File: src/pkg/rps_pkg.sv
// shared constants and field layouts for the reference select control block
package rps_pkg;

    localparam int          ADDR_W        = 10;                  // register address width
    localparam int          DATA_W        = 8;                   // register data width
    localparam logic [9:0]  REF_CTRL_ADDR = 10'h01c;             // reference input control
    localparam logic [9:0]  STAT_OSC_ADDR = 10'h01d;             // status and oscillator control
    localparam logic [7:0]  REF_CTRL_RST  = 8'h00;               // all fields clear after reset
    localparam logic [7:0]  STAT_OSC_RST  = 8'h80;               // eeprom status routed by default
    localparam logic [7:0]  UNMAPPED_DATA = 8'h00;               // read answer for other addresses
    localparam int          CLK_PERIOD_NS = 50;                  // clk_sys period, 20 mhz
    localparam int          DEGLITCH_NS   = 200;                 // least stable time before a switch
    localparam int          DEGLITCH_CYC  = (DEGLITCH_NS + CLK_PERIOD_NS - 1) / CLK_PERIOD_NS;

    // reference input control register, bit 7 down to bit 0
    typedef struct packed {
        logic deglitchDis;                                       // bypass switchover deglitch
        logic selSecondary;                                      // manual register choice
        logic usePin;                                            // manual choice from select pin
        logic autoEn;                                            // automatic switchover
        logic staySecondary;                                     // non-revertive switching
        logic pwrSecondary;                                      // power secondary input
        logic pwrPrimary;                                        // power primary input
        logic diffEn;                                            // one differential reference
    } rps_ref_ctrl_t;

    // status and oscillator control register, bit 7 down to bit 0
    typedef struct packed {
        logic       eepromStatus;                                // eeprom status at status pin
        logic       xtalAmpEn;                                   // crystal amplifier enable
        logic [5:0] other;                                       // stored, not used here
    } rps_stat_osc_t;

    // what the block drives toward the reference front end
    typedef struct packed {
        logic pwrPrimary;                                        // primary input powered
        logic pwrSecondary;                                      // secondary input powered
        logic diffMode;                                          // differential input mode
        logic selSecondary;                                      // reference fed to the pll
        logic xtalAmpEn;                                         // crystal amplifier running
    } rps_front_t;

endpackage

File: src/hdl/rps_ref_select.sv
// pll reference select, power, deglitch and status pin routing control
//
// Functional notes
// - register bit picks primary or secondary reference
// - manual choice from register bit or pin
// - automatic switchover powers both reference inputs
// - revert to primary unless stay bit set
// - power bits gate inputs, automatic mode overrides
// - differential bit makes one differential reference
// - eeprom enable routes eeprom status to pin
// - crystal amplifier runs only while enabled
module rps_ref_select #(
    parameter int DEGLITCH_CYCLES = rps_pkg::DEGLITCH_CYC        // stable cycles before switching
) (
    input  wire logic                        clk_sys,            // 20 mhz system clock
    input  wire logic                        srst,               // synchronous reset, high
    input  wire logic                        regWrEn,            // register write strobe
    input  wire logic                        regRdEn,            // register read strobe
    input  wire logic [rps_pkg::ADDR_W-1:0]  regAddr,            // register address
    input  wire logic [rps_pkg::DATA_W-1:0]  regWrData,          // register write data
    output logic      [rps_pkg::DATA_W-1:0]  regRdData,          // registered read data
    input  wire logic                        refSelPin,          // external reference choice pin
    input  wire logic                        primaryGoodPin,     // primary reference status good
    input  wire logic                        secondaryGoodPin,   // secondary reference status good
    input  wire logic                        eepromStatusIn,     // eeprom status level
    input  wire logic                        statusSelIn,        // level chosen by status field
    output rps_pkg::rps_front_t              front,              // reference front end controls
    output logic                             statusPin,          // status output pin level
    output logic                             deglitchBusy        // a switch is waiting to settle
);

    typedef enum logic { RPS_ON_PRIMARY, RPS_ON_SECONDARY } rps_auto_t;

    localparam int CNT_W = $clog2(DEGLITCH_CYCLES + 1);

    initial
    begin
        if (DEGLITCH_CYCLES < 1)
            $error("rps_ref_select: DEGLITCH_CYCLES must be at least one");
    end

    rps_pkg::rps_ref_ctrl_t refCtrl_q;                           // reference input control
    rps_pkg::rps_stat_osc_t statOsc_q;                           // status and oscillator control
    logic [2:0]             pinSync;                             // retimed select and status pins
    logic                   selPin;                              // retimed select pin
    logic                   primaryGood;                         // retimed primary status
    logic                   secondaryGood;                       // retimed secondary status
    rps_auto_t              autoState_q;                         // automatic switchover state
    rps_auto_t              autoState_d;                         // next automatic state
    logic                   sel_q;                               // reference actually fed to pll
    logic [CNT_W-1:0]       stableCnt_q;                         // cycles the new choice has held
    logic                   manualSel;                           // manual mode choice
    logic                   wantSel;                             // choice before deglitch
    logic                   hitCtrl;                             // address decode, control
    logic                   hitStat;                             // address decode, status
    logic [7:0]             rdMux;                               // read data before the register

    // pins come from other domains, retime them before use
    rps_sync #(
        .WIDTH   (3)
    ) u_sync (
        .clk_sys (clk_sys),
        .srst    (srst),
        .asyncIn ({refSelPin, primaryGoodPin, secondaryGoodPin}),
        .syncOut (pinSync)
    );

    assign selPin        = pinSync[2];
    assign primaryGood   = pinSync[1];
    assign secondaryGood = pinSync[0];

    // address decode
    assign hitCtrl = (regAddr == rps_pkg::REF_CTRL_ADDR);
    assign hitStat = (regAddr == rps_pkg::STAT_OSC_ADDR);
    assign rdMux   = hitCtrl ? refCtrl_q :
                     hitStat ? statOsc_q : rps_pkg::UNMAPPED_DATA;

    // register writes; software owns mode ordering, the logic does not police it
    always_ff @(posedge clk_sys)
    begin
        if (srst)
        begin
            refCtrl_q <= rps_pkg::REF_CTRL_RST;
            statOsc_q <= rps_pkg::STAT_OSC_RST;
        end
        else if (regWrEn)
        begin
            if (hitCtrl)
                refCtrl_q <= regWrData;
            if (hitStat)
                statOsc_q <= regWrData;
        end
    end

    // read data held until the next read
    always_ff @(posedge clk_sys)
    begin
        if (srst)
            regRdData <= rps_pkg::UNMAPPED_DATA;
        else if (regRdEn)
            regRdData <= rdMux;
    end

    // revertive or non-revertive automatic switching
    always_comb
    begin
        autoState_d = autoState_q;
        case (autoState_q)
            RPS_ON_PRIMARY:
            begin
                // leave only if the other reference can take over
                if (!primaryGood && secondaryGood)
                    autoState_d = RPS_ON_SECONDARY;
            end
            RPS_ON_SECONDARY:
            begin
                if (!refCtrl_q.staySecondary && primaryGood)
                    autoState_d = RPS_ON_PRIMARY;
            end
            default:
                autoState_d = RPS_ON_PRIMARY;
        endcase
    end

    // automatic state idles on primary while automatic mode is off
    always_ff @(posedge clk_sys)
    begin
        if (srst)
            autoState_q <= RPS_ON_PRIMARY;
        else if (!refCtrl_q.autoEn)
            autoState_q <= RPS_ON_PRIMARY;
        else
            autoState_q <= autoState_d;
    end

    // manual choice, then automatic, then differential forces the single input
    assign manualSel = refCtrl_q.usePin ? selPin : refCtrl_q.selSecondary;
    assign wantSel   = refCtrl_q.diffEn ? 1'b0 :
                       refCtrl_q.autoEn ? (autoState_q == RPS_ON_SECONDARY) :
                       manualSel;

    // deglitch: a new choice must hold before the pll sees it, trading latency
    // for freedom from runt edges when the selection bounces
    always_ff @(posedge clk_sys)
    begin
        if (srst)
        begin
            sel_q       <= 1'b0;
            stableCnt_q <= '0;
        end
        else if (wantSel == sel_q)
            stableCnt_q <= '0;
        else if (refCtrl_q.deglitchDis)
        begin
            sel_q       <= wantSel;
            stableCnt_q <= '0;
        end
        else if (stableCnt_q >= CNT_W'(DEGLITCH_CYCLES - 1))
        begin
            sel_q       <= wantSel;
            stableCnt_q <= '0;
        end
        else
            stableCnt_q <= stableCnt_q + CNT_W'(1);
    end

    assign deglitchBusy = (wantSel != sel_q) && !refCtrl_q.deglitchDis;

    // power: automatic mode powers both inputs regardless of the bits
    assign front.pwrPrimary   = refCtrl_q.autoEn | refCtrl_q.pwrPrimary;
    assign front.pwrSecondary = refCtrl_q.autoEn | refCtrl_q.pwrSecondary;
    assign front.diffMode     = refCtrl_q.diffEn;
    assign front.selSecondary = sel_q;
    assign front.xtalAmpEn    = statOsc_q.xtalAmpEn;

    // status pin: eeprom status wins over the status field selection
    assign statusPin = statOsc_q.eepromStatus ? eepromStatusIn : statusSelIn;

endmodule

File: src/hdl/rps_sync.sv
// two-flop synchroniser bank for pins from outside the clk_sys domain
module rps_sync #(
    parameter int WIDTH = 3                                      // number of pins
) (
    input  wire logic             clk_sys,                       // system clock
    input  wire logic             srst,                          // synchronous reset
    input  wire logic [WIDTH-1:0] asyncIn,                       // raw pin levels
    output logic      [WIDTH-1:0] syncOut                        // retimed levels
);

    initial
    begin
        if (WIDTH < 1)
            $error("rps_sync: WIDTH must be at least one");
    end

    // one independent pair of flops per pin; first stage feeds only the second
    for (genvar i = 0; i < WIDTH; i++)
    begin : g_bit
        logic stage1_q;                                          // metastability catcher
        logic stage2_q;                                          // settled level

        always_ff @(posedge clk_sys)
        begin
            if (srst)
            begin
                stage1_q <= 1'b0;
                stage2_q <= 1'b0;
            end
            else
            begin
                stage1_q <= asyncIn[i];
                stage2_q <= stage1_q;
            end
        end

        assign syncOut[i] = stage2_q;
    end

endmodule

File: config.mk
export PLATFORM = sky130hd
export DESIGN_NAME = rps_ref_select
export DESIGN_NICKNAME = d
export VERILOG_FILES = /design/src/pkg/rps_pkg.sv /design/src/hdl/rps_ref_select.sv /design/src/hdl/rps_sync.sv
export SDC_FILE = /design/constraint.sdc
export NUM_CORES = 1
export LEC_CHECK = 0
export ABC_AREA = 1
export BUFFER_PORTS_ARGS = -buffer_cell sky130_fd_sc_hd__buf_2
export CAP_MARGIN = 30
export CORE_MARGIN = 2
export CORE_UTILIZATION = 56
export CTS_CLUSTER_DIAMETER = 50
export DETAILED_ROUTE_END_ITERATION = 6
export GPL_TIMING_DRIVEN = 0
export PLACE_DENSITY = 0.84
export SLEW_MARGIN = 15
export SYNTH_ARGS = -nofsm -noshare
export SYNTH_HDL_FRONTEND = slang
export SYNTH_SLANG_ARGS = --single-unit
File: constraint.sdc
create_clock -name clk_sys -period 2.08 [get_ports clk_sys]
set_input_delay 0.104 -clock clk_sys [delete_from_list [all_inputs] [get_ports clk_sys]]
set_output_delay 0.104 -clock clk_sys [all_outputs]
set_load 0.05 [all_outputs]
==> results of run 1 <==
[area by class of cell]
cell class,instances,area [um^2],share of cell area [%]
buffer,15,86.3,4.29
clock buffer,5,37.5,1.86
clock inverter,3,67.6,3.35
inverter,34,128,6.34
multi-input combinational,157,726,36.0
sequential,35,701,34.8
tap,31,38.8,1.93
timing repair buffer,42,230,11.4
[sequential cells by signal, indices dropped and copies added (netlist names)]
name	cells
front	2
u_sync.g_bit.stage1_q	3
u_sync.g_bit.stage2_q	3
sel_q	1
autoState_q	1
regRdData	8
refCtrl_q	7
statOsc_q	7
stableCnt_q	3
[per-stage QoR]
stage	utilization, %	area (um^2)
floorplan	-	1640
global placement	67.2	1870
detailed placement	67.2	1870
CTS	72.4	2010
global route	72.4	2010
finish	72.4	2010
[how the worst max path moves through the flow]
stage	end	from	cells after the start
floorplan	deglitchBusy	refCtrl_q[4]	7
global placement	deglitchBusy	refCtrl_q[4]	8
detailed placement	deglitchBusy	refCtrl_q[4]	8
CTS	deglitchBusy	refCtrl_q[4]	8
global route	deglitchBusy	refCtrl_q[4]	8
finish	deglitchBusy	refCtrl_q[4]	8
[cell families (layout without fill, tap and decap cells)]
group,after synthesis,after routing,synth area share (%)
mux,1,1,0.686
compound gates,6,6,1.98
buf+inv,49,99,13.0
fa+ha+maj,2,2,1.53
simple gates,148,148,40.0
flops,35,35,42.7
[cells in the mapped netlist (all sizes together)]
cell / instances / area share (%)
a21oi: 2 / 0.61
buf: 12 / 4.6
clkbuf: 3 / 0.69
clkinv: 1 / 0.23
dfxtp: 35 / 43
ha: 2 / 1.5
inv: 33 / 7.6
mux2: 1 / 0.69
nand2: 33 / 7.6
nand3: 29 / 8.8
nand4: 15 / 5.7
nor2: 68 / 17
nor4: 1 / 0.38
o211ai: 1 / 0.46
o21ai: 3 / 0.92
or2: 2 / 0.76
[routing by layer]
metal	part of all wire, %	routed length (um)
met5	0	0
met2	46	1630
met4	1.5	55
met3	7.4	262
met1	45	1610
[cell usage in the layout, fill, tap and decap left out, drive strengths merged]
cell type    instances
mux2                 1
clkbuf               8
nand2               33
inv                 33
nand3               29
o211ai               1
dlygate4sd3          4
or2                  2
clkinvlp             1
nor2                68
o21ai                3
buf                 50
ha                   2
a21oi                2
bufinv               2
nand4               15
nor4                 1
clkinv               1
dfxtp               35
[power by group through the flow]
stage | combinational (mW) | sequential, mW | clock [mW]
after floorplan | 0.0712 | 0.729 | 0
after global placement | 0.140 | 0.703 | 0
after detailed placement | 0.142 | 0.703 | 0
after CTS | 0.148 | 0.688 | 0.627
after global routing | 0.167 | 0.690 | 0.664
final | 0.149 | 0.688 | 0.617
[worst max-delay path: cells and delay by family (launching register included)]
| family | cells | cell delay, ps |
|---|---|---|
| buffers and inverters | 2 | 370 |
| DFF | 1 | 390 |
| AOI/OAI and AO/OA | 1 | 130 |
| and+or+nand+nor | 5 | 370 |
==> impl_metrics.env, run 1 <==
export IMPL_r2r_end="stableCnt_q[1]"
export IMPL_finClkSkew_ps=6.63
export IMPL_path_max_fanout=6
export IMPL_pre_cts_ws_ps=762
export IMPL_grt_max_degree=13
export IMPL_vias=1597
export IMPL_core_um2=2780
export IMPL_grt_ovfl_total=0
export IMPL_clockBufferDepth=2
export IMPL_synth_distinct_cells=20
export IMPL_grt_pass1_wl_mm=6.11
export IMPL_use_met3_pct=8.04
export IMPL_cts_repair_resized=0
export IMPL_syn_inst=241
export IMPL_cp_cell_sequence="inv_1 > nor2_1 > nor2_1 > o21ai_0 > nand2_1 > nand2_1 > nor2_1 > buf_2"
export IMPL_clkTransAtPathRegs_ps=110
export IMPL_combPwrFrac_pct=10.3
export IMPL_dp_cells=310
export IMPL_slew_headroom_pct=73.1
export IMPL_numPortBuffers=38
export IMPL_maxCapViolCount=0
export IMPL_dieArea_um2=3380
export IMPL_ir_drop_mv=0.815
export IMPL_final_hold_violation_count=0
export IMPL_start_util_pct=59.0
export IMPL_r2r_start="stableCnt_q[0]"
export IMPL_hold_ws_ps=19.7
export IMPL_ff2ff_path_depth=7
export IMPL_start_kind="flip-flop"
export IMPL_grtUsageMet1_pct=31.2
export IMPL_cts_tree="yes"
export IMPL_clock_power_share_pct=42.4
export IMPL_route_detailed_drc=0
export IMPL_setup_ws_ps=374
export IMPL_cts_hold_buf=4
export IMPL_routedWlPerCell_um=11.0
export IMPL_critical_path_arrival_ps=1600
export IMPL_dpl_hpwl_mm=2.57
export IMPL_worstSetupEndpointType="output pin"
export IMPL_critical_path_class="flip-flop to output pin"
export IMPL_ant_nets=0
export IMPL_internal_power_mw=1.11
export IMPL_post_route_period_util_pct=82.0
export IMPL_routed_wirelength_mm=3.56
export IMPL_min_path_type="input port to flip-flop"
export IMPL_fp_dieW_um=58.1
export IMPL_place_gp_congestion=0.910
export IMPL_fmax_mhz=586
export IMPL_post_cts_buffers=0
export IMPL_crit_slowest_cell="dfxtp_1"
export IMPL_rrSetupSlack_ps=790
export IMPL_drt_first_pass_iters=4
export IMPL_grtUsageTotal_pct=24.0
export IMPL_ys_ff_latch=35
export IMPL_root_buffer="clkbuf_4"
export IMPL_power_density_nw_per_um2=722
export IMPL_grt_pass1_vias=1380
export IMPL_drive_above_1_share_pct=22.7
export IMPL_drv_slew=0
export IMPL_die_h_um=58.1
export IMPL_drtIter0Drc=61
export IMPL_cts_buffers=5
export IMPL_post_layout_total_power_mw=1.45
export IMPL_instances_no_fill=322
export IMPL_fin_crit_ps=1710
export IMPL_synth_nets=270
export IMPL_grt_busiest_layer="met2"
export IMPL_ios=42
export IMPL_cpMostUsedCell="nor2_1"
export IMPL_setup_violations=0
export IMPL_seq_area_frac_synth_pct=42.7
export IMPL_timing_worst_slew_pin_value_ps=404
export IMPL_htreeDepth=2
export IMPL_holdPathEnd="autoState_q"
export IMPL_fin_setup_tns_ps=0
export IMPL_area_growth_synth_to_final_pct=22.8
export IMPL_switching_share_pct=23.8
export IMPL_seqPwrFrac_pct=47.3
export IMPL_antenna_found_initial=0
export IMPL_synth_area_um2=1640
export IMPL_rows=19
export IMPL_worstPathRequired_ps=1980
export IMPL_clk_insertion_delay_late_ps=350
export IMPL_leakage_nw=1.05
export IMPL_hold_path_depth=2
export IMPL_fillCellCount=249
export IMPL_power_switching_uw=345
export IMPL_cpPeakStageDelay_ps=390
export IMPL_rsz0062_at_grt="false"
export IMPL_clkSinkCount=35
export IMPL_syn_avg_cell_area_um2=6.81
export IMPL_grt_use_met2_pct=37.8
export IMPL_via_per_inst=4.96
export IMPL_holdCritStartpoint="srst"
export IMPL_antenna_cells=0
export IMPL_status="completed"
export IMPL_nets=319
export IMPL_yosys_warnings=0
Note: power is estimated with default switching activity, not from simulation.
==> run 2: changes to the inputs <==
Settings changed: CORE_UTILIZATION 56 to 52, PLACE_DENSITY 0.84 to 0.79.
Clock period 2.08 ns to 1.6 ns, I/O delays scaled along.
==> run 2 against run 1 <==
Flip-flop and latch count unchanged. Die area up 7.2%. Setup slack worse by 280 ps. Final cell count up 4.7%. Critical path type unchanged. Critical endpoint unchanged. Largest power group unchanged.
==> impl_metrics.env, run 2 (same netlist as run 1, synthesis figures left out) <==
export IMPL_leakage_nw=1.05
export IMPL_layout_common_cells="61 x nor2_1, 43 x buf_2, 33 x nand2_1, 33 x dfxtp_1, 31 x inv_1"
export IMPL_instances_no_fill=337
export IMPL_final_hold_violation_count=0
export IMPL_drt_first_pass_iters=4
export IMPL_r2r_start="stableCnt_q[0]"
export IMPL_dp_cells=323
export IMPL_drive_above_1_share_pct=25.3
export IMPL_grt_pass1_vias=1460
export IMPL_post_dp_cell_area_um2=1890
export IMPL_fp_dieW_um=60.2
export IMPL_place_gp_congestion=0.900
export IMPL_rrSetupSlack_ps=320
export IMPL_via_per_inst=4.87
export IMPL_grt_ovfl_total=0
export IMPL_drv_slew=0
export IMPL_fmax_mhz=665
export IMPL_critical_path_arrival_ps=1420
export IMPL_highest_layer="met4"
export IMPL_post_layout_total_power_mw=1.63
export IMPL_fin_setup_tns_ps=0
export IMPL_largest_reg_flops=8
export IMPL_antenna_cells=0
export IMPL_grt_pass1_wl_mm=5.90
export IMPL_dieArea_um2=3620
export IMPL_routed_wirelength_mm=3.54
export IMPL_ios=42
export IMPL_clkTransAtPathRegs_ps=100
export IMPL_status="completed"
export IMPL_routedWlPerCell_um=10.5
export IMPL_grtUsageTotal_pct=21.9
export IMPL_cpPeakStageDelay_ps=380
export IMPL_worstPathRequired_ps=1520
export IMPL_crit_slowest_cell="dfxtp_4"
export IMPL_met2_length_mm=1.69
export IMPL_cp_cell_sequence="inv_4 > nor2_4 > nor2_4 > o21ai_2 > nand2_1 > nand2_1 > nor2_2 > buf_6"
export IMPL_htreeDepth=2
export IMPL_post_route_period_util_pct=93.9
export IMPL_ant_nets=0
export IMPL_dpl_hpwl_mm=2.61
export IMPL_finClkSkew_ps=4.09
export IMPL_holdCritStartpoint="srst"
export IMPL_ff2ff_path_depth=7
export IMPL_dr_wl_met3_um=155
export IMPL_clockBufferDepth=2
export IMPL_min_path_type="input port to flip-flop"
export IMPL_regMostFlops="regRdData"
export IMPL_path_max_fanout=6
export IMPL_grt_max_degree=11
export IMPL_top_regs="regRdData: 8 flops, refCtrl_q: 7 flops, statOsc_q: 7 flops"
export IMPL_die_h_um=60.2
export IMPL_wl_met1_mm=1.63
export IMPL_cts_buffers=5
export IMPL_slew_headroom_pct=73.1
export IMPL_fin_crit_ps=1500
export IMPL_critical_path_class="flip-flop to output pin"
export IMPL_hold_ws_ps=22.4
export IMPL_route_detailed_drc=0
export IMPL_root_buffer="clkbuf_4"
export IMPL_cts_tree="yes"
export IMPL_clkSinkCount=35
export IMPL_hold_path_depth=2
export IMPL_mostFrequentLayoutCell="nor2_1"
export IMPL_design_area_um2=2040
export IMPL_vias=1641
export IMPL_setup_violations=0
export IMPL_rows=20
export IMPL_numPortBuffers=38
export IMPL_clk_insertion_delay_late_ps=340
export IMPL_ir_drop_mv=0.456
export IMPL_power_density_nw_per_um2=796
export IMPL_start_kind="flip-flop"
export IMPL_maxCapViolCount=0
export IMPL_crit_start="refCtrl_q[4]"
export IMPL_timing_worst_slew_pin_value_ps=403
export IMPL_worstSetupEndpointType="output pin"
export IMPL_start_util_pct=54.2
export IMPL_drtIter0Drc=69
export IMPL_antenna_found_initial=0
export IMPL_core_um2=3030
export IMPL_nets=321
export IMPL_area_growth_synth_to_final_pct=24.6
## run 2: worst paths after layout
kind / to
min reg2reg: u_sync.g_bit[0].stage2_q
min: autoState_q
max: deglitchBusy
max reg2reg: stableCnt_q[2]
## run 2: report_power, final
| part | internal, mW | switching (mW) |
|---|---|---|
| clock | 0.258 | 0.283 |
| sequential | 0.886 | 0.00628 |
| combinational | 0.0679 | 0.126 |
| total | 1.21 | 0.415 |
## run 2: cell type report
type / count / area [um^2]
Buffer: 15 / 86.3
Clock buffer: 8 / 68.8
Fill cell: 280 / 983
Inverter: 34 / 130
Multi-Input combinational cell: 157 / 747
Sequential cell: 35 / 706
Tap cell: 44 / 55.1
Timing Repair Buffer: 44 / 251
## run 2: timing repair
item	4_1_cts	5_1_grt
buffers inserted	0	2
endpoints found under the setup margin	1	1
pin swaps	0	3
hold buffers	4	0
hold endpoints to repair	4	0
resized for setup	2	13
## run 2: through the flow
step           util, %  worst slack (ps)
2_1_floorplan        -               109
3_3_place_gp      62.3               322
3_5_place_dp      62.3               314
4_1_cts           66.0              32.7
5_1_grt           67.5             -13.6
6_report          67.5              96.8
## run 2: layer usage
layer	vias to the layer above	track usage (%)
met5	-	0
met4	0	9.52
met3	5	5.84
met2	35	35.9
met1	749	26.8
li1	852	-
## run 2: critical path, delay by kind of cell, from the launching register on
| family | cells | cell delay [ps] |
|---|---|---|
| AND/OR/NAND/NOR | 5 | 400 |
| flip-flops | 1 | 380 |
| buffers and inverters | 2 | 230 |
| AO/OA/AOI/OAI | 1 | 70 |
==> run 3: changes to the inputs <==
Settings changed: PLACE_DENSITY 0.79 to 0.77.
==> run 3 against run 2 <==
Combinational power hardly changed. Critical path depth stayed put. Final cell count is 0.59% higher. Highest routed layer unchanged.
==> impl_metrics.env, run 3 (same netlist as run 1, synthesis figures left out) <==
export IMPL_layout_common_cells="62 x nor2_1, 43 x buf_2, 33 x nand2_1, 32 x dfxtp_1, 31 x inv_1"
export IMPL_post_dp_cell_area_um2=1890
export IMPL_route_detailed_drc=0
export IMPL_post_route_period_util_pct=96.1
export IMPL_root_buffer="clkbuf_4"
export IMPL_ant_nets=0
export IMPL_antenna_cells=0
export IMPL_r2r_start="stableCnt_q[0]"
export IMPL_rrSetupSlack_ps=330
export IMPL_die_h_um=60.2
export IMPL_multi_input_area_um2=744
export IMPL_r2r_end="stableCnt_q[0]"
export IMPL_path_max_fanout=6
export IMPL_worstSetupEndpointType="output pin"
export IMPL_worstPathRequired_ps=1520
export IMPL_drtIter0Drc=97
export IMPL_vias=1627
export IMPL_clkSinkCount=35
export IMPL_largest_reg_flops=8
export IMPL_status="completed"
export IMPL_rows=20
export IMPL_grt_ovfl_total=0
export IMPL_dieArea_um2=3620
export IMPL_setup_violations=0
export IMPL_mostFrequentLayoutCell="nor2_1"
export IMPL_post_layout_total_power_mw=1.58
export IMPL_antenna_found_initial=0
export IMPL_grtUsageTotal_pct=22.2
export IMPL_drt_first_pass_iters=4
export IMPL_fin_crit_ps=1540
export IMPL_htreeDepth=2
export IMPL_holdPathEnd="autoState_q"
export IMPL_slew_headroom_pct=73.3
export IMPL_holdCritStartpoint="srst"
export IMPL_start_util_pct=54.2
export IMPL_timing_worst_slew_pin_value_ps=401
export IMPL_setup_ws_ps=63.1
export IMPL_dp_cells=323
export IMPL_top_regs="regRdData: 8 flops, refCtrl_q: 7 flops, statOsc_q: 7 flops"
export IMPL_cpPeakStageDelay_ps=380
export IMPL_pre_cts_ws_ps=290
export IMPL_min_path_type="input port to flip-flop"
export IMPL_instances_no_fill=339
export IMPL_cts_tree="yes"
export IMPL_hold_path_depth=2
export IMPL_fmax_mhz=651
export IMPL_routed_wirelength_mm=3.65
export IMPL_clkTransAtPathRegs_ps=110
export IMPL_cts_buffers=5
export IMPL_dpl_hpwl_mm=2.66
export IMPL_ios=42
export IMPL_critical_path_class="flip-flop to output pin"
export IMPL_crit_slowest_cell="dfxtp_4"
export IMPL_drive_above_1_share_pct=26.1
export IMPL_maxCapViolCount=0
export IMPL_start_kind="flip-flop"
export IMPL_power_density_nw_per_um2=767
export IMPL_cp_cell_sequence="inv_4 > nor2_4 > nor2_4 > o21ai_2 > nand2_1 > nand2_1 > nor2_1 > buf_6"
export IMPL_area_growth_synth_to_final_pct=25.2
export IMPL_clk_insertion_delay_late_ps=350
export IMPL_regArea_um2=707
export IMPL_grt_max_degree=11
export IMPL_drv_slew=0
export IMPL_grt_pass1_wl_mm=5.98
export IMPL_design_area_um2=2050
export IMPL_final_hold_violation_count=0
export IMPL_nets=324
export IMPL_via_per_inst=4.80
export IMPL_routedWlPerCell_um=10.8
export IMPL_fillCellCount=287
export IMPL_crit_start="refCtrl_q[4]"
export IMPL_numPortBuffers=38
export IMPL_clockBufferDepth=2
export IMPL_core_um2=3030
export IMPL_regMostFlops="regRdData"
export IMPL_ir_drop_mv=0.466
export IMPL_fp_dieW_um=60.2
export IMPL_ff2ff_path_depth=7
export IMPL_place_gp_congestion=0.827
export IMPL_finClkSkew_ps=12.9
export IMPL_leakage_nw=1.06
export IMPL_grt_pass1_vias=1415
export IMPL_critical_path_arrival_ps=1460
[run 3: worst max-delay path, delay by kind of cell (launching register included)]
kind,cells,cell delay [ps]
compound gates,1,70
buf+inv,2,240
flops,1,380
simple gates,5,400
[run 3: metrics by stage]
stage               hold slack, ps  setup TNS, ps  utilization (%)
global placement               278              0             62.3
finish                        20.1              0             67.8
CTS                           15.8              0             65.7
global route                  24.6          -19.0             67.8
floorplan                      187              0                -
detailed placement             296              0             62.3
[run 3: where the power goes]
part	internal (mW)	leakage [nW]	switching [mW]	total, mW
combinational	0.0680	0.743	0.127	0.195
clock	0.203	0.0341	0.285	0.488
sequential	0.886	0.286	0.00656	0.892
[run 3: what timing repair did]
| item | 4_1_cts | 5_1_grt |
|---|---|---|
| hold buffers | 4 | 0 |
| setup buffers | 0 | 5 |
| setup endpoints to repair | 1 | 1 |
| pin swaps | 0 | 3 |
| gates resized for setup | 4 | 11 |
| endpoints found under the hold margin | 4 | 0 |
| gates cloned | 0 | 0 |
[run 3: metal layers]
layer  track usage [%]  vias up  share of wire, %
met4              5.71        0               1.8
li1                  -      862                 -
met5                 0        -                 0
met2              37.0       43                47
met3              7.14        9               5.0
met1              27.6      713                46
[run 3: cell type report]
cell class	count	share of cell area [%]
clock buffer	6	2.50
tap	44	2.68
multi-input combinational	157	36.3
buffer	15	4.20
timing repair buffer	47	13.3
inverter	34	6.34
clock inverter	1	0.244
sequential	35	34.4
[run 3: how the worst max path moves through the flow]
stage	slack, ps	end	depth (start not counted)
after floorplan	110	deglitchBusy	7
after global placement	320	deglitchBusy	8
after detailed placement	290	deglitchBusy	8
after CTS	30	deglitchBusy	8
after global routing	-20	deglitchBusy	8
final	60	deglitchBusy	8
